--- src/ubg_pkg.sv ---
// Constants and types for the serial break-field unit and its baud generator.
// Assumes a single 200 MHz clock; register indices are Avalon-MM word addresses.
package ubg_pkg;

    // Register word indices
    localparam logic [3:0] OFS_MODE  = 4'h0;
    localparam logic [3:0] OFS_CTRL  = 4'h1;
    localparam logic [3:0] OFS_CKSEL = 4'h2;
    localparam logic [3:0] OFS_BAUD  = 4'h3;
    localparam logic [3:0] OFS_TXBUF = 4'h4;
    localparam logic [3:0] OFS_RXBUF = 4'h5;
    localparam logic [3:0] OFS_ERR   = 4'h6;
    localparam logic [3:0] OFS_STAT  = 4'h7;

    // Field positions
    localparam int B_POWER  = 7;
    localparam int B_TXE    = 6;
    localparam int B_RXE    = 5;
    localparam int B_SBRF   = 7;
    localparam int B_SBRT   = 6;
    localparam int B_SBTT   = 5;
    localparam int B_SBL_HI = 4;
    localparam int B_SBL_LO = 2;
    localparam int B_OVE    = 0;
    localparam int B_FE     = 1;
    localparam int B_PE     = 2;
    localparam int B_TXBUSY = 0;
    localparam int B_TXFULL = 1;
    localparam int B_RXFULL = 2;

    // Reset values
    localparam logic [7:0] RST_BAUD  = 8'hff;
    localparam logic [7:0] RST_RXBUF = 8'hff;
    localparam logic [3:0] RST_CKSEL = 4'h0;
    localparam logic [2:0] RST_SBL   = 3'h0;

    // Counts
    localparam logic [3:0] PRE_MAX    = 4'hb;
    localparam logic [4:0] BRK_BASE   = 5'h0d;
    localparam logic [2:0] BRK_OFS    = 3'h3;
    localparam logic [3:0] BRK_RX_MIN = 4'hb;
    localparam logic [3:0] TX_LAST    = 4'h9;
    localparam logic [3:0] RX_LAST    = 4'h8;
    localparam logic [1:0] GAP_TICKS  = 2'h2;

    typedef struct packed {
        logic power;
        logic txe;
        logic rxe;
    } ubg_mode_t;

    typedef enum logic [1:0] {TX_IDLE, TX_FRAME, TX_GAP, TX_BREAK} ubg_tx_st_t;
    typedef enum logic [1:0] {RX_IDLE, RX_START, RX_DATA} ubg_rx_st_t;

endpackage

--- src/ubg_top.sv ---
// Serial unit core: noise filter, break-field transmit/receive, baud generator.
// Assumes one clock, an Avalon-MM master with waitrequest, and a remote node
// on the serial pins.
//
// Our own choices: the Avalon-MM interface to the registers and the register offsets.
`timescale 1ns/1ps
`default_nettype none

// Operation
// - Receive input is sampled on the selected prescaler base clock.
// - Filter passes a new level only when two successive samples agree.
// - Internal receive view lags the pin by two base clocks.
// - With power enabled the transmit pin idles high.
// - Writing break-transmit trigger with power and transmit enabled starts a break.
// - Break drives transmit pin low for 13 to 20 bit times per length field.
// - Break end raises transmit-done, clears trigger, returns to normal mode.
// - After a break transmitter idles until new data or a new trigger.
// - Break receive enabled by writing trigger with power and receive enabled.
// - Break receive detects start bit and shifts in like normal reception.
// - Low of 11 bits or more: receive-done, trigger and flag self-clear.
// - Overrun and framing detection suppressed during break reception.
// - Break reception never loads the receive buffer.
// - Low of 10 bits or less: no interrupt, trigger and flag stay set.
// - Base clock reaches counters only with power enabled, else held low.
// - Transmit and receive paths have independent 8-bit counters.
// - Transmit counter held at zero unless power and transmit enabled.
// - Transmit counter clears when first data is written to the buffer.
// - Back-to-back frames clear the counter when the next frame loads, two base clocks after frame end; else it runs on.
// - Receive counter held at zero unless power and receive enabled.
// - Receive counter starts on start bit, stops after one frame.
// - Serial rate is base clock divided by twice the divide value k.
// - Falling edge: count k, resample; low there is a start bit.
// - Back-to-back frames get two extra base clocks between stop and start.
module ubg_top
    import ubg_pkg::*;
(
    input  wire logic        clk,
    input  wire logic        sys_rst,
    input  wire logic [3:0]  avs_address,
    input  wire logic        avs_read,
    input  wire logic        avs_write,
    input  wire logic [31:0] avs_writedata,
    input  wire logic [3:0]  avs_byteenable,
    output logic      [31:0] avs_readdata,
    output logic             avs_waitrequest,
    input  wire logic        serial_in_pin,
    output logic             serial_out_pin,
    output logic             transmit_done_irq,
    output logic             receive_done_irq
);

    ubg_mode_t  mode;
    ubg_tx_st_t tx_state;
    ubg_rx_st_t rx_state;
    logic        ack, req, wr_go, rd_go;
    logic [7:0]  wdat, rd_mux;
    logic [3:0]  clock_select_reg;
    logic [7:0]  baud_divider_reg, kmax;
    logic [2:0]  break_length_field;
    logic        break_transmit_trigger, break_receive_trigger, break_receive_flag;
    logic [7:0]  transmit_buffer, receive_buffer, receive_shifter;
    logic        tx_full, rx_full, overrun_error_flag, framing_error_flag;
    logic [10:0] pre_cnt, pre_mask;
    logic [3:0]  sel_c;
    logic        base_tick, tx_run, rx_run;
    logic [7:0]  tx_cnt, rx_cnt;
    logic        tx_half, rx_half, tx_clr, tx_bit_end;
    logic        tx_load, brk_go, brk_end, frame_end;
    logic [8:0]  transmit_shifter;
    logic [4:0]  tx_bits, brk_len;
    logic [1:0]  gap_cnt;
    logic        rx_meta, rx_sync, filt_smp, filt, filt_d;
    logic        rx_fall, rx_half_pt, rx_samp;
    logic [3:0]  rx_bits, low_cnt;
    logic        rx_norm_end, rx_brk_end, rx_brk_ok;

    // Bus slave: one wait cycle, read data registered in the wait cycle
    assign req             = avs_read | avs_write;
    assign avs_waitrequest = req & ~ack;
    assign wr_go           = avs_write & ack & avs_byteenable[0];
    assign rd_go           = avs_read & ack;
    assign wdat            = avs_writedata[7:0];

    always_ff @(posedge clk or posedge sys_rst)
    begin
        if (sys_rst)
            ack <= 1'b0;
        else
            ack <= req & ~ack;
    end

    always_comb
    begin
        rd_mux = 8'h00;
        case (avs_address)
            OFS_MODE:  rd_mux = {mode.power, mode.txe, mode.rxe, 5'h00};
            OFS_CTRL:  rd_mux = {break_receive_flag, break_receive_trigger,
                                 break_transmit_trigger, break_length_field, 2'h0};
            OFS_CKSEL: rd_mux = {4'h0, clock_select_reg};
            OFS_BAUD:  rd_mux = baud_divider_reg;
            OFS_TXBUF: rd_mux = transmit_buffer;
            OFS_RXBUF: rd_mux = receive_buffer;
            OFS_ERR:   rd_mux = {6'h00, framing_error_flag, overrun_error_flag};
            OFS_STAT:  rd_mux = {5'h00, rx_full, tx_full, tx_state != TX_IDLE};
            default:   rd_mux = 8'h00;
        endcase
    end

    always_ff @(posedge clk or posedge sys_rst)
    begin
        if (sys_rst)
            avs_readdata <= 32'h0;
        else if (avs_read && !ack)
            avs_readdata <= {24'h0, rd_mux};
    end

    // Configuration registers
    always_ff @(posedge clk or posedge sys_rst)
    begin
        if (sys_rst)
        begin
            mode             <= '0;
            clock_select_reg <= RST_CKSEL;
            baud_divider_reg <= RST_BAUD;
        end
        else if (wr_go)
        begin
            if (avs_address == OFS_MODE)
                mode <= '{power: wdat[B_POWER], txe: wdat[B_TXE], rxe: wdat[B_RXE]};
            if (avs_address == OFS_CKSEL)
                clock_select_reg <= wdat[3:0];
            if (avs_address == OFS_BAUD)
                baud_divider_reg <= wdat;
        end
    end

    // Break triggers: a software set in the same cycle as a hardware clear wins
    always_ff @(posedge clk or posedge sys_rst)
    begin
        if (sys_rst)
        begin
            break_length_field     <= RST_SBL;
            break_transmit_trigger <= 1'b0;
            break_receive_trigger  <= 1'b0;
            break_receive_flag     <= 1'b0;
        end
        else
        begin
            if (brk_end)
                break_transmit_trigger <= 1'b0;
            if (rx_brk_ok)
            begin
                break_receive_trigger <= 1'b0;
                break_receive_flag    <= 1'b0;
            end
            if (wr_go && avs_address == OFS_CTRL)
            begin
                break_length_field <= wdat[B_SBL_HI:B_SBL_LO];
                if (wdat[B_SBTT] && tx_run)
                    break_transmit_trigger <= 1'b1;
                if (wdat[B_SBRT] && rx_run)
                begin
                    break_receive_trigger <= 1'b1;
                    break_receive_flag    <= 1'b1;
                end
            end
        end
    end

    // Prescaler: base tick every 2^n clocks, none while powered down
    assign sel_c     = (clock_select_reg > PRE_MAX) ? PRE_MAX : clock_select_reg;
    assign pre_mask  = 11'h7ff >> (PRE_MAX - sel_c);
    assign base_tick = mode.power && ((pre_cnt & pre_mask) == pre_mask);

    always_ff @(posedge clk or posedge sys_rst)
    begin
        if (sys_rst)
            pre_cnt <= 11'h0;
        else if (!mode.power)
            pre_cnt <= 11'h0;
        else
            pre_cnt <= pre_cnt + 11'h1;
    end

    // Transmit counter: half-bit every k ticks, so one bit is 2k ticks
    assign tx_run     = mode.power & mode.txe;
    assign kmax       = baud_divider_reg - 8'h01;
    assign tx_bit_end = base_tick && tx_cnt == kmax && tx_half;

    always_ff @(posedge clk or posedge sys_rst)
    begin
        if (sys_rst)
        begin
            tx_cnt  <= 8'h0;
            tx_half <= 1'b0;
        end
        else if (!tx_run || tx_clr)
        begin
            tx_cnt  <= 8'h0;
            tx_half <= 1'b0;
        end
        else if (base_tick)
        begin
            if (tx_cnt == kmax)
            begin
                tx_cnt  <= 8'h0;
                tx_half <= ~tx_half;
            end
            else
                tx_cnt <= tx_cnt + 8'h01;
        end
    end

    // Transmit control
    assign brk_go    = tx_run && tx_state == TX_IDLE && break_transmit_trigger;
    // The second gap tick starts the next frame, so the stop bit stretches by exactly two ticks
    assign tx_load   = tx_run && tx_full && !brk_go &&
                       (tx_state == TX_IDLE ||
                        (tx_state == TX_GAP && base_tick && gap_cnt == GAP_TICKS - 2'h1));
    assign tx_clr    = tx_load | brk_go;
    assign brk_len   = BRK_BASE + {2'h0, break_length_field + BRK_OFS};
    assign brk_end   = tx_state == TX_BREAK && tx_bit_end && tx_bits == brk_len - 5'h01;
    assign frame_end = tx_state == TX_FRAME && tx_bit_end && tx_bits == {1'b0, TX_LAST};

    always_ff @(posedge clk or posedge sys_rst)
    begin
        if (sys_rst)
        begin
            tx_state          <= TX_IDLE;
            serial_out_pin    <= 1'b1;
            transmit_shifter  <= 9'h1ff;
            tx_bits           <= 5'h0;
            gap_cnt           <= 2'h0;
            transmit_done_irq <= 1'b0;
        end
        else
        begin
            transmit_done_irq <= 1'b0;
            if (!tx_run)
            begin
                tx_state       <= TX_IDLE;
                serial_out_pin <= 1'b1;
            end
            else if (tx_load)
            begin
                tx_state         <= TX_FRAME;
                serial_out_pin   <= 1'b0;
                transmit_shifter <= {1'b1, transmit_buffer};
                tx_bits          <= 5'h0;
            end
            else
            begin
                case (tx_state)
                    TX_IDLE:
                    begin
                        serial_out_pin <= ~brk_go;
                        tx_bits        <= 5'h0;
                        if (brk_go)
                            tx_state <= TX_BREAK;
                    end
                    TX_BREAK:
                    begin
                        if (tx_bit_end)
                            tx_bits <= tx_bits + 5'h01;
                        if (brk_end)
                        begin
                            transmit_done_irq <= 1'b1;
                            serial_out_pin    <= 1'b1;
                            tx_state          <= TX_IDLE;
                        end
                    end
                    TX_FRAME:
                    begin
                        if (frame_end)
                        begin
                            transmit_done_irq <= 1'b1;
                            gap_cnt           <= 2'h0;
                            tx_state          <= tx_full ? TX_GAP : TX_IDLE;
                        end
                        else if (tx_bit_end)
                        begin
                            serial_out_pin   <= transmit_shifter[0];
                            transmit_shifter <= {1'b1, transmit_shifter[8:1]};
                            tx_bits          <= tx_bits + 5'h01;
                        end
                    end
                    TX_GAP:
                    begin
                        if (base_tick && gap_cnt != GAP_TICKS)
                            gap_cnt <= gap_cnt + 2'h1;
                    end
                    default: tx_state <= TX_IDLE;
                endcase
            end
        end
    end

    // Transmit buffer; a write in the load cycle is kept as the next frame
    always_ff @(posedge clk or posedge sys_rst)
    begin
        if (sys_rst)
        begin
            transmit_buffer <= 8'h0;
            tx_full         <= 1'b0;
        end
        else
        begin
            if (tx_load || !tx_run)
                tx_full <= 1'b0;
            if (wr_go && avs_address == OFS_TXBUF && tx_run)
            begin
                transmit_buffer <= wdat;
                tx_full         <= 1'b1;
            end
        end
    end

    // Pin synchroniser, then the two-sample match filter on the base tick
    always_ff @(posedge clk or posedge sys_rst)
    begin
        if (sys_rst)
        begin
            rx_meta <= 1'b1;
            rx_sync <= 1'b1;
        end
        else
        begin
            rx_meta <= serial_in_pin;
            rx_sync <= rx_meta;
        end
    end

    always_ff @(posedge clk or posedge sys_rst)
    begin
        if (sys_rst)
        begin
            filt_smp <= 1'b1;
            filt     <= 1'b1;
            filt_d   <= 1'b1;
        end
        else if (base_tick)
        begin
            filt_smp <= rx_sync;
            if (rx_sync == filt_smp)
                filt <= rx_sync;
            filt_d <= filt;
        end
    end

    // Receive counter: idle and disabled both hold it at zero
    assign rx_run     = mode.power & mode.rxe;
    assign rx_fall    = base_tick && filt_d && !filt;
    assign rx_half_pt = base_tick && rx_cnt == kmax && !rx_half;
    assign rx_samp    = base_tick && rx_cnt == kmax && rx_half;

    always_ff @(posedge clk or posedge sys_rst)
    begin
        if (sys_rst)
        begin
            rx_cnt  <= 8'h0;
            rx_half <= 1'b0;
        end
        else if (!rx_run || rx_state == RX_IDLE)
        begin
            rx_cnt  <= 8'h0;
            rx_half <= 1'b0;
        end
        else if (base_tick)
        begin
            if (rx_cnt == kmax)
            begin
                rx_cnt  <= 8'h0;
                rx_half <= ~rx_half;
            end
            else
                rx_cnt <= rx_cnt + 8'h01;
        end
    end

    // Break mode runs until the line returns high, counting low bit times
    assign rx_norm_end = rx_state == RX_DATA && rx_samp && !break_receive_trigger &&
                         rx_bits == RX_LAST;
    assign rx_brk_end  = rx_state == RX_DATA && rx_samp && break_receive_trigger && filt;
    assign rx_brk_ok   = rx_brk_end && low_cnt >= BRK_RX_MIN;

    always_ff @(posedge clk or posedge sys_rst)
    begin
        if (sys_rst)
        begin
            rx_state         <= RX_IDLE;
            rx_bits          <= 4'h0;
            low_cnt          <= 4'h0;
            receive_shifter  <= 8'h0;
            receive_done_irq <= 1'b0;
        end
        else
        begin
            receive_done_irq <= rx_norm_end | rx_brk_ok;
            if (!rx_run)
                rx_state <= RX_IDLE;
            else
            begin
                case (rx_state)
                    RX_IDLE:
                        if (rx_fall)
                            rx_state <= RX_START;
                    RX_START:
                        if (rx_half_pt)
                        begin
                            rx_state <= filt ? RX_IDLE : RX_DATA;
                            rx_bits  <= 4'h0;
                            low_cnt  <= 4'h1;
                        end
                    RX_DATA:
                        if (rx_samp)
                        begin
                            rx_bits <= rx_bits + 4'h1;
                            if (!filt && low_cnt != 4'hf)
                                low_cnt <= low_cnt + 4'h1;
                            if (rx_bits < RX_LAST)
                                receive_shifter <= {filt, receive_shifter[7:1]};
                            if (rx_norm_end || rx_brk_end)
                                rx_state <= RX_IDLE;
                        end
                    default: rx_state <= RX_IDLE;
                endcase
            end
        end
    end

    // Receive buffer and errors; hardware set wins over read-to-clear
    always_ff @(posedge clk or posedge sys_rst)
    begin
        if (sys_rst)
        begin
            receive_buffer     <= RST_RXBUF;
            rx_full            <= 1'b0;
            overrun_error_flag <= 1'b0;
            framing_error_flag <= 1'b0;
        end
        else
        begin
            if (rd_go && avs_address == OFS_RXBUF)
                rx_full <= 1'b0;
            if (rd_go && avs_address == OFS_ERR)
            begin
                overrun_error_flag <= 1'b0;
                framing_error_flag <= 1'b0;
            end
            if (rx_norm_end)
            begin
                if (rx_full)
                    overrun_error_flag <= 1'b1;
                else
                begin
                    receive_buffer <= receive_shifter;
                    rx_full        <= 1'b1;
                end
                if (!filt)
                    framing_error_flag <= 1'b1;
            end
        end
    end

    AST_IDLE_HIGH: assert property (@(posedge clk) disable iff (sys_rst)
        mode.power && tx_state == TX_IDLE && !brk_go && !tx_load |=> serial_out_pin)
        else $error("transmit pin not idle high");
    AST_BRK_LOW: assert property (@(posedge clk) disable iff (sys_rst)
        tx_run && tx_state == TX_BREAK |-> !serial_out_pin)
        else $error("transmit pin high during break");
    AST_BRK_END: assert property (@(posedge clk) disable iff (sys_rst)
        brk_end && tx_run |=> transmit_done_irq && tx_state == TX_IDLE)
        else $error("break end without transmit-done");
    AST_BASE_OFF: assert property (@(posedge clk) disable iff (sys_rst)
        !mode.power |-> !base_tick)
        else $error("base clock runs while powered down");
    AST_TXCNT_HOLD: assert property (@(posedge clk) disable iff (sys_rst)
        !tx_run |=> tx_cnt == 8'h0 && !tx_half)
        else $error("transmit counter not held");
    AST_RXCNT_HOLD: assert property (@(posedge clk) disable iff (sys_rst)
        !rx_run |=> rx_cnt == 8'h0)
        else $error("receive counter not held");
    AST_FILTER: assert property (@(posedge clk) disable iff (sys_rst)
        base_tick && rx_sync != filt_smp |=> $stable(filt))
        else $error("filter passed unmatched sample");
    AST_BRK_NOBUF: assert property (@(posedge clk) disable iff (sys_rst)
        break_receive_trigger && rx_state == RX_DATA |=> $stable(receive_buffer))
        else $error("receive buffer written in break mode");
    AST_BRK_SHORT: assert property (@(posedge clk) disable iff (sys_rst)
        rx_brk_end && low_cnt < BRK_RX_MIN |=> !receive_done_irq && break_receive_flag)
        else $error("short break not ignored");
    AST_BRK_OK: assert property (@(posedge clk) disable iff (sys_rst)
        rx_brk_ok && !(wr_go && avs_address == OFS_CTRL)
        |=> receive_done_irq && !break_receive_trigger && !break_receive_flag)
        else $error("long break not completed");

endmodule

`default_nettype wire

--- config.mk ---
export PLATFORM = sky130hd
export DESIGN_NAME = ubg_top
export DESIGN_NICKNAME = d
export VERILOG_FILES = /design/src/ubg_pkg.sv /design/src/ubg_top.sv
export SDC_FILE = /design/constraint.sdc
export NUM_CORES = 1
export LEC_CHECK = 0
export BUFFER_PORTS_ARGS = -buffer_cell sky130_fd_sc_hd__buf_2
export CAP_MARGIN = 20
export CORE_UTILIZATION = 25
export CTS_CLUSTER_DIAMETER = 150
export DETAILED_ROUTE_END_ITERATION = 16
export PLACE_DENSITY = 0.43
export SLEW_MARGIN = 0
export SYNTH_ARGS = -nofsm -noshare
export SYNTH_HDL_FRONTEND = slang
export SYNTH_SLANG_ARGS = --single-unit
--- constraint.sdc ---
create_clock -name clk -period 4.7 [get_ports clk]
set_input_delay 1.41 -clock clk [delete_from_list [all_inputs] [get_ports clk]]
set_output_delay 1.41 -clock clk [all_outputs]
set_load 0.02 [all_outputs]
### After elaboration in Yosys (flattened, before gate mapping)

Index checks and enable logic that the tools add are counted.
Widths: inputs -> output; s select.

| storage, ports and cells | value |
|---|---|
| memories kept | 0 |
| bits in writable memories | 0 |
| register bits | 123 |
| ROM bits | 0 |
| latch bits | 0 |
| logic and storage cells | 264 |
| output and inout bits | 36 |

| cells by class | value |
|---|---|
| shift operators | 1 |
| div/mod/pow operators | 0 |
| mux-type cells | 78 |
| bitwise logic cells | 16 |
| equal/unequal tests | 39 |
| multiply operators | 0 |
| add/sub/neg operators | 12 |
| reduce and logical (&&, ||, !) cells | 77 |
| order comparisons | 3 |

Operators by type and width:

| cell | number |
|---|---|
| $pmux 8 s8 | 1 |
| $mux 8 | 6 |
| $mux 9 | 4 |
| $logic_and 1x1->1 | 35 |
| $mux 1 | 35 |
| $mux 2 | 14 |
| $mux 4 | 6 |
| $ne 4x4->1 const B | 6 |
| $reduce_and 4->1 | 6 |
| $reduce_bool 2->1 | 10 |
| $add 8x1->8 const B | 2 |
| $eq 4x3->1 const B | 4 |
| $eq 8x8->1 | 2 |
| $pmux 4 s2 | 2 |
| $mux 5 | 3 |
| $pmux 5 s3 | 1 |
| $reduce_and 2->1 | 7 |
| $ne 3x3->1 const B | 4 |
| $pmux 2 s3 | 2 |
| $add 11x1->11 const B | 1 |
| $and 11x11->11 | 1 |
| $eq 11x11->1 | 1 |
| $mux 11 | 1 |
| $shr 11x4->11 const A | 1 |
| 36 further kinds | 71 |

### Logic depth before layout (Yosys ltp)

| logic depth | value |
|---|---|
| depth in word-level cells | 17 |
| mapped depth | 11 |
| gate-level depth less buffers | 9 |

### Least setup slack after synthesis

No wires, ideal clock.

| path | value |
|---|---|
| kind | input to output |
| start | input port avs_write |
| end | output port avs_waitrequest |
| arrival time | 1.740 ns |
| required time | 3.290 ns |
| slack | 1.550 ns |
| stages on the path | 2 |
| path through | nor2_1 -> nor2_1 |

| between the ends | value |
|---|---|
| cells in the longest elaborated chain, start to end | 2 |

Ends and longest elaborated chain:

| what | RTL line | text |
|---|---|---|
| start: declaration | ubg_top.sv:41 | `input wire logic avs_write,` |
| $or 1x1->1 | ubg_top.sv:78 | `assign req = avs_read \| avs_write;` |
| $and 1x1->1 | ubg_top.sv:79 | `assign avs_waitrequest = req & ~ack;` |
| end: declaration | ubg_top.sv:45 | `output logic avs_waitrequest,` |

No other way between the ends.

### Final worst setup path

| path | value |
|---|---|
| start | register baud_divider_reg[0] |
| end | register transmit_shifter[6] |

| between the ends | value |
|---|---|
| cells in the longest elaborated chain, start to end | 8 |

Ends and longest elaborated chain:

| what | RTL line | text |
|---|---|---|
| start: declaration | ubg_top.sv:58 | `logic [7:0] baud_divider_reg, kmax;` |
| start signal: assignment | ubg_top.sv:133 | `baud_divider_reg <= wdat;` |
| $sub 8x1->8 * | ubg_top.sv:187 | `assign kmax = baud_divider_reg - 8'h01;` |
| $eq 8x8->1 * | ubg_top.sv:188 | `assign tx_bit_end = base_tick && tx_cnt == kmax && tx_half;` |
| $logic_and 1x1->1 * (2 in series) | ubg_top.sv:188 |  |
| $logic_and 1x1->1 (2 in series) | ubg_top.sv:223 | `assign frame_end = tx_state == TX_FRAME && tx_bit_end && tx_bits == {1'b0, TX_LAST};` |
| $ne 2x2->1 (no source line) | n/a |  |
| $reduce_and 4->1 (no source line) * | n/a |  |
| end signal: assignment | ubg_top.sv:248 | `transmit_shifter <= {1'b1, transmit_buffer};` |
| end signal: assignment | ubg_top.sv:283 | `transmit_shifter <= {1'b1, transmit_shifter[8:1]};` |
| end: declaration | ubg_top.sv:69 | `logic [8:0] transmit_shifter;` |

Mark *: on every way between the ends. The rest lies on a longest branch, timed or not.
A chain may end at the register's enable or synchronous reset.

==> out/qor.csv <==
metric;value;unit
Initial Util;25.6;%
final period utilization;75.2;%
htree depth;4;
Core Footprint;27900;um2
CP Launch Type;flip-flop;
Cell Area, Synth;7150;um2
Die Wd;171;um
via count;5354;
Pre-Repair DR Iteration Count;5;
fin crit period;3530;ps
post-synthesis sequential area ratio;43.2;%
number of CTS-inserted buffers;17;
DRC;0;
Post-Syn Instances;716;
global-route wire length before repair;30000;um
final hold violations;0;
final worst setup slack;1170;ps
number of I/O pins;81;
RSZ-0062 raised after global routing;false;
post-route antenna net violation count;0;
multi-input logic area;3760;um2
Tightest Pin Transition;755;ps
met2 usage;20.2;%
Crit Path Category;flip-flop to flip-flop;
post-CTS setup buffer count;0;
routability cong.;0.813;
Starting DRT DRC Count;297;
post-synth cell types;78;
Root Driver;clkbuf_16;
met1 Track Usage GR;18.6;%
post-cts repair resize count;0;
PortBufs;29;
f_max;0.283;GHz
Cell Count, Final, Fillers Out;1130;
GRT Residual Overflow;0;
share of layout cells above drive strength 1;23.2;%
HP Class;flip-flop to flip-flop;
Syn Area/Cell;9.98;um2
Post-synth EDFFs;0;
top post-synthesis cells by area;dfrtp_1, dfstp_2, mux2_2;
largest net degree at the start of global routing;50;
met3 GRT Util;3.15;%
Clock Skew;13.1;ps
top cell type's share of synthesized area;32.2;%
TritonCTS clock tree;built;
max reg flops;11;
drt total wl;18000;um
die area;29300;um2
maximum clock path buffer count;2;
Slew HR;49.7;%
CTS sink count;122;
Largest Register;pre_cnt;
endpoint class of the critical path;flip-flop;
synth warn;0;
Power Dens Cells;347;nW/um2
wire per inst;16.0;um
Filler Cell Count;2981;
# rows;61;
Pwr Total;2.84;mW
Synth Flop Type;dfrtp_1;
#FFs+latches synth;122;
Nets;799;
P&R area growth vs syn;14.5;%
Chip Height;171;um
CTS hold repair buffers;0;
gr usage total;13.3;%
Leakage;3.48;nW
number of global-route vias before repair;5283;
Req. time, crit path;5040;ps
share of flip-flops with an asynchronous set or reset;100;%
Core Util, Final;29.3;%
initial antenna violation count;1;
final setup fails;0;
Skew-Pair Late Insertion Delay;420;ps
Reg area;3090;um2
max-slew violation count;0;
post-synth top area cell;dfrtp_1;
CP Data Arrival Time;3870;ps
placed insts;1097;
status;complete, no violations;
Peak supply drop;0.161;mV
number of max-cap violations;0;
clock slew at reported path FFs;60;ps
Place WS;1140;ps
layer with the highest usage;met2;
vias per cell;4.74;
DP HPWL;13300;um
setup TNS;0;ps
CP max FO;8;
power by group:
group	total (mW)	switching (mW)	internal, mW
combinational	0.354	0.221	0.133
clock	1.30	0.547	0.748
sequential	1.19	0.0726	1.12
cells by family after synthesis:
| family | synth area share (%) |
|---|---|
| flip-flops | 43.2 |
| multiplexers | 10.8 |
| AO/OA/AOI/OAI | 14.1 |
| buffers and inverters | 5.44 |
| adder cells (fa/ha/maj) | 2.80 |
| other | 0.0525 |
| XOR/XNOR | 5.18 |
| AND/OR/NAND/NOR | 18.4 |
cell usage after synthesis, drive strengths merged, types with 4 or more instances:
cell type	number
nor2b	10
a31oi	4
mux2	57
ha	16
buf	32
a21oi	29
o31ai	10
nand3	24
or2	5
inv	24
a22o	4
dfrtp	92
nor2	49
xnor2	15
o21ai	42
nor4	11
nor3	22
or3	12
o2111ai	8
and3	6
xnor3	4
dfstp	30
o22a	4
o41ai	4
nand2b	6
and2	4
o2111a	4
nand4	8
a21o	4
clkbuf	21
nand2	69
or4	8
xor2	17
mux2i	11
o22ai	5
cell usage in the layout (no fill, tap or decap), drive strengths merged, types with 6 or more instances in the layout:
| cell | instances |
|---|---|
| nor3 | 22 |
| dfstp | 30 |
| nand2b | 6 |
| buf | 33 |
| nand4 | 8 |
| o31ai | 10 |
| o21ai | 42 |
| inv | 34 |
| o2111ai | 8 |
| mux2 | 57 |
| nor2 | 49 |
| a21oi | 29 |
| dfrtp | 92 |
| conb | 24 |
| nand2 | 69 |
| ha | 16 |
| nor2b | 10 |
| or3 | 12 |
| clkbuf | 17 |
| nor4 | 11 |
| xor2 | 17 |
| xnor2 | 15 |
| mux2i | 11 |
| nand3 | 24 |
| and3 | 6 |
| or4 | 8 |
critical path, cell delays in order, from the launching register on:
cell and delay (ps):
dfstp_2 610, inv_1 80, ha_1 210, xnor2_1 280, xnor2_1 100, a2111oi_0 570
o2111a_1 360, nand4_2 260, o31ai_4 590, mux2_2 400
area by class of cell:
type,count,share of cell area [%]
clock buffers,17,5.20
flip-flops and latches,122,37.8
repair buffers,33,2.29
clock inverters,15,1.88
multi-input cells,540,45.9
diodes,1,0.0306
well taps,378,5.78
inverters,24,1.13
metrics by stage:
| step | cell area (um2) | hold WS (ps) |
|---|---|---|
| after floorplan | 7230 | 345 |
| after global placement | 7600 | 346 |
| after detailed placement | 7600 | 347 |
| after CTS | 8180 | 357 |
| after global routing | 8180 | 361 |
| final | 8190 | 356 |
routing by layer:
| layer | part of all wire, % | routed length, um |
|---|---|---|
| met3 | 3.2 | 578 |
| met4 | 0.94 | 170 |
| met5 | 0.044 | 8 |
| met2 | 46 | 8270 |
| met1 | 50 | 8990 |
worst paths after layout:
kind	from	to	slack, ps	cells after the start
setup / recovery	baud_divider_reg[0]$_DFFE_PP1P_	transmit_shifter[6]$_DFFE_PP1P_	1170	9
hold / removal	rx_meta$_DFF_PP1_	rx_sync$_DFF_PP1_	360	0
setup reg to reg	baud_divider_reg[0]$_DFFE_PP1P_	transmit_shifter[6]$_DFFE_PP1P_	1170	9
hold reg to reg	rx_meta$_DFF_PP1_	rx_sync$_DFF_PP1_	360	0
max in group asynchronous	sys_rst	serial_out_pin$_DFFE_PP1P_	2790	3
min in group asynchronous	sys_rst	pre_cnt[7]$_DFF_PP0_	1070	2
(Power assumes the default switching activity.)
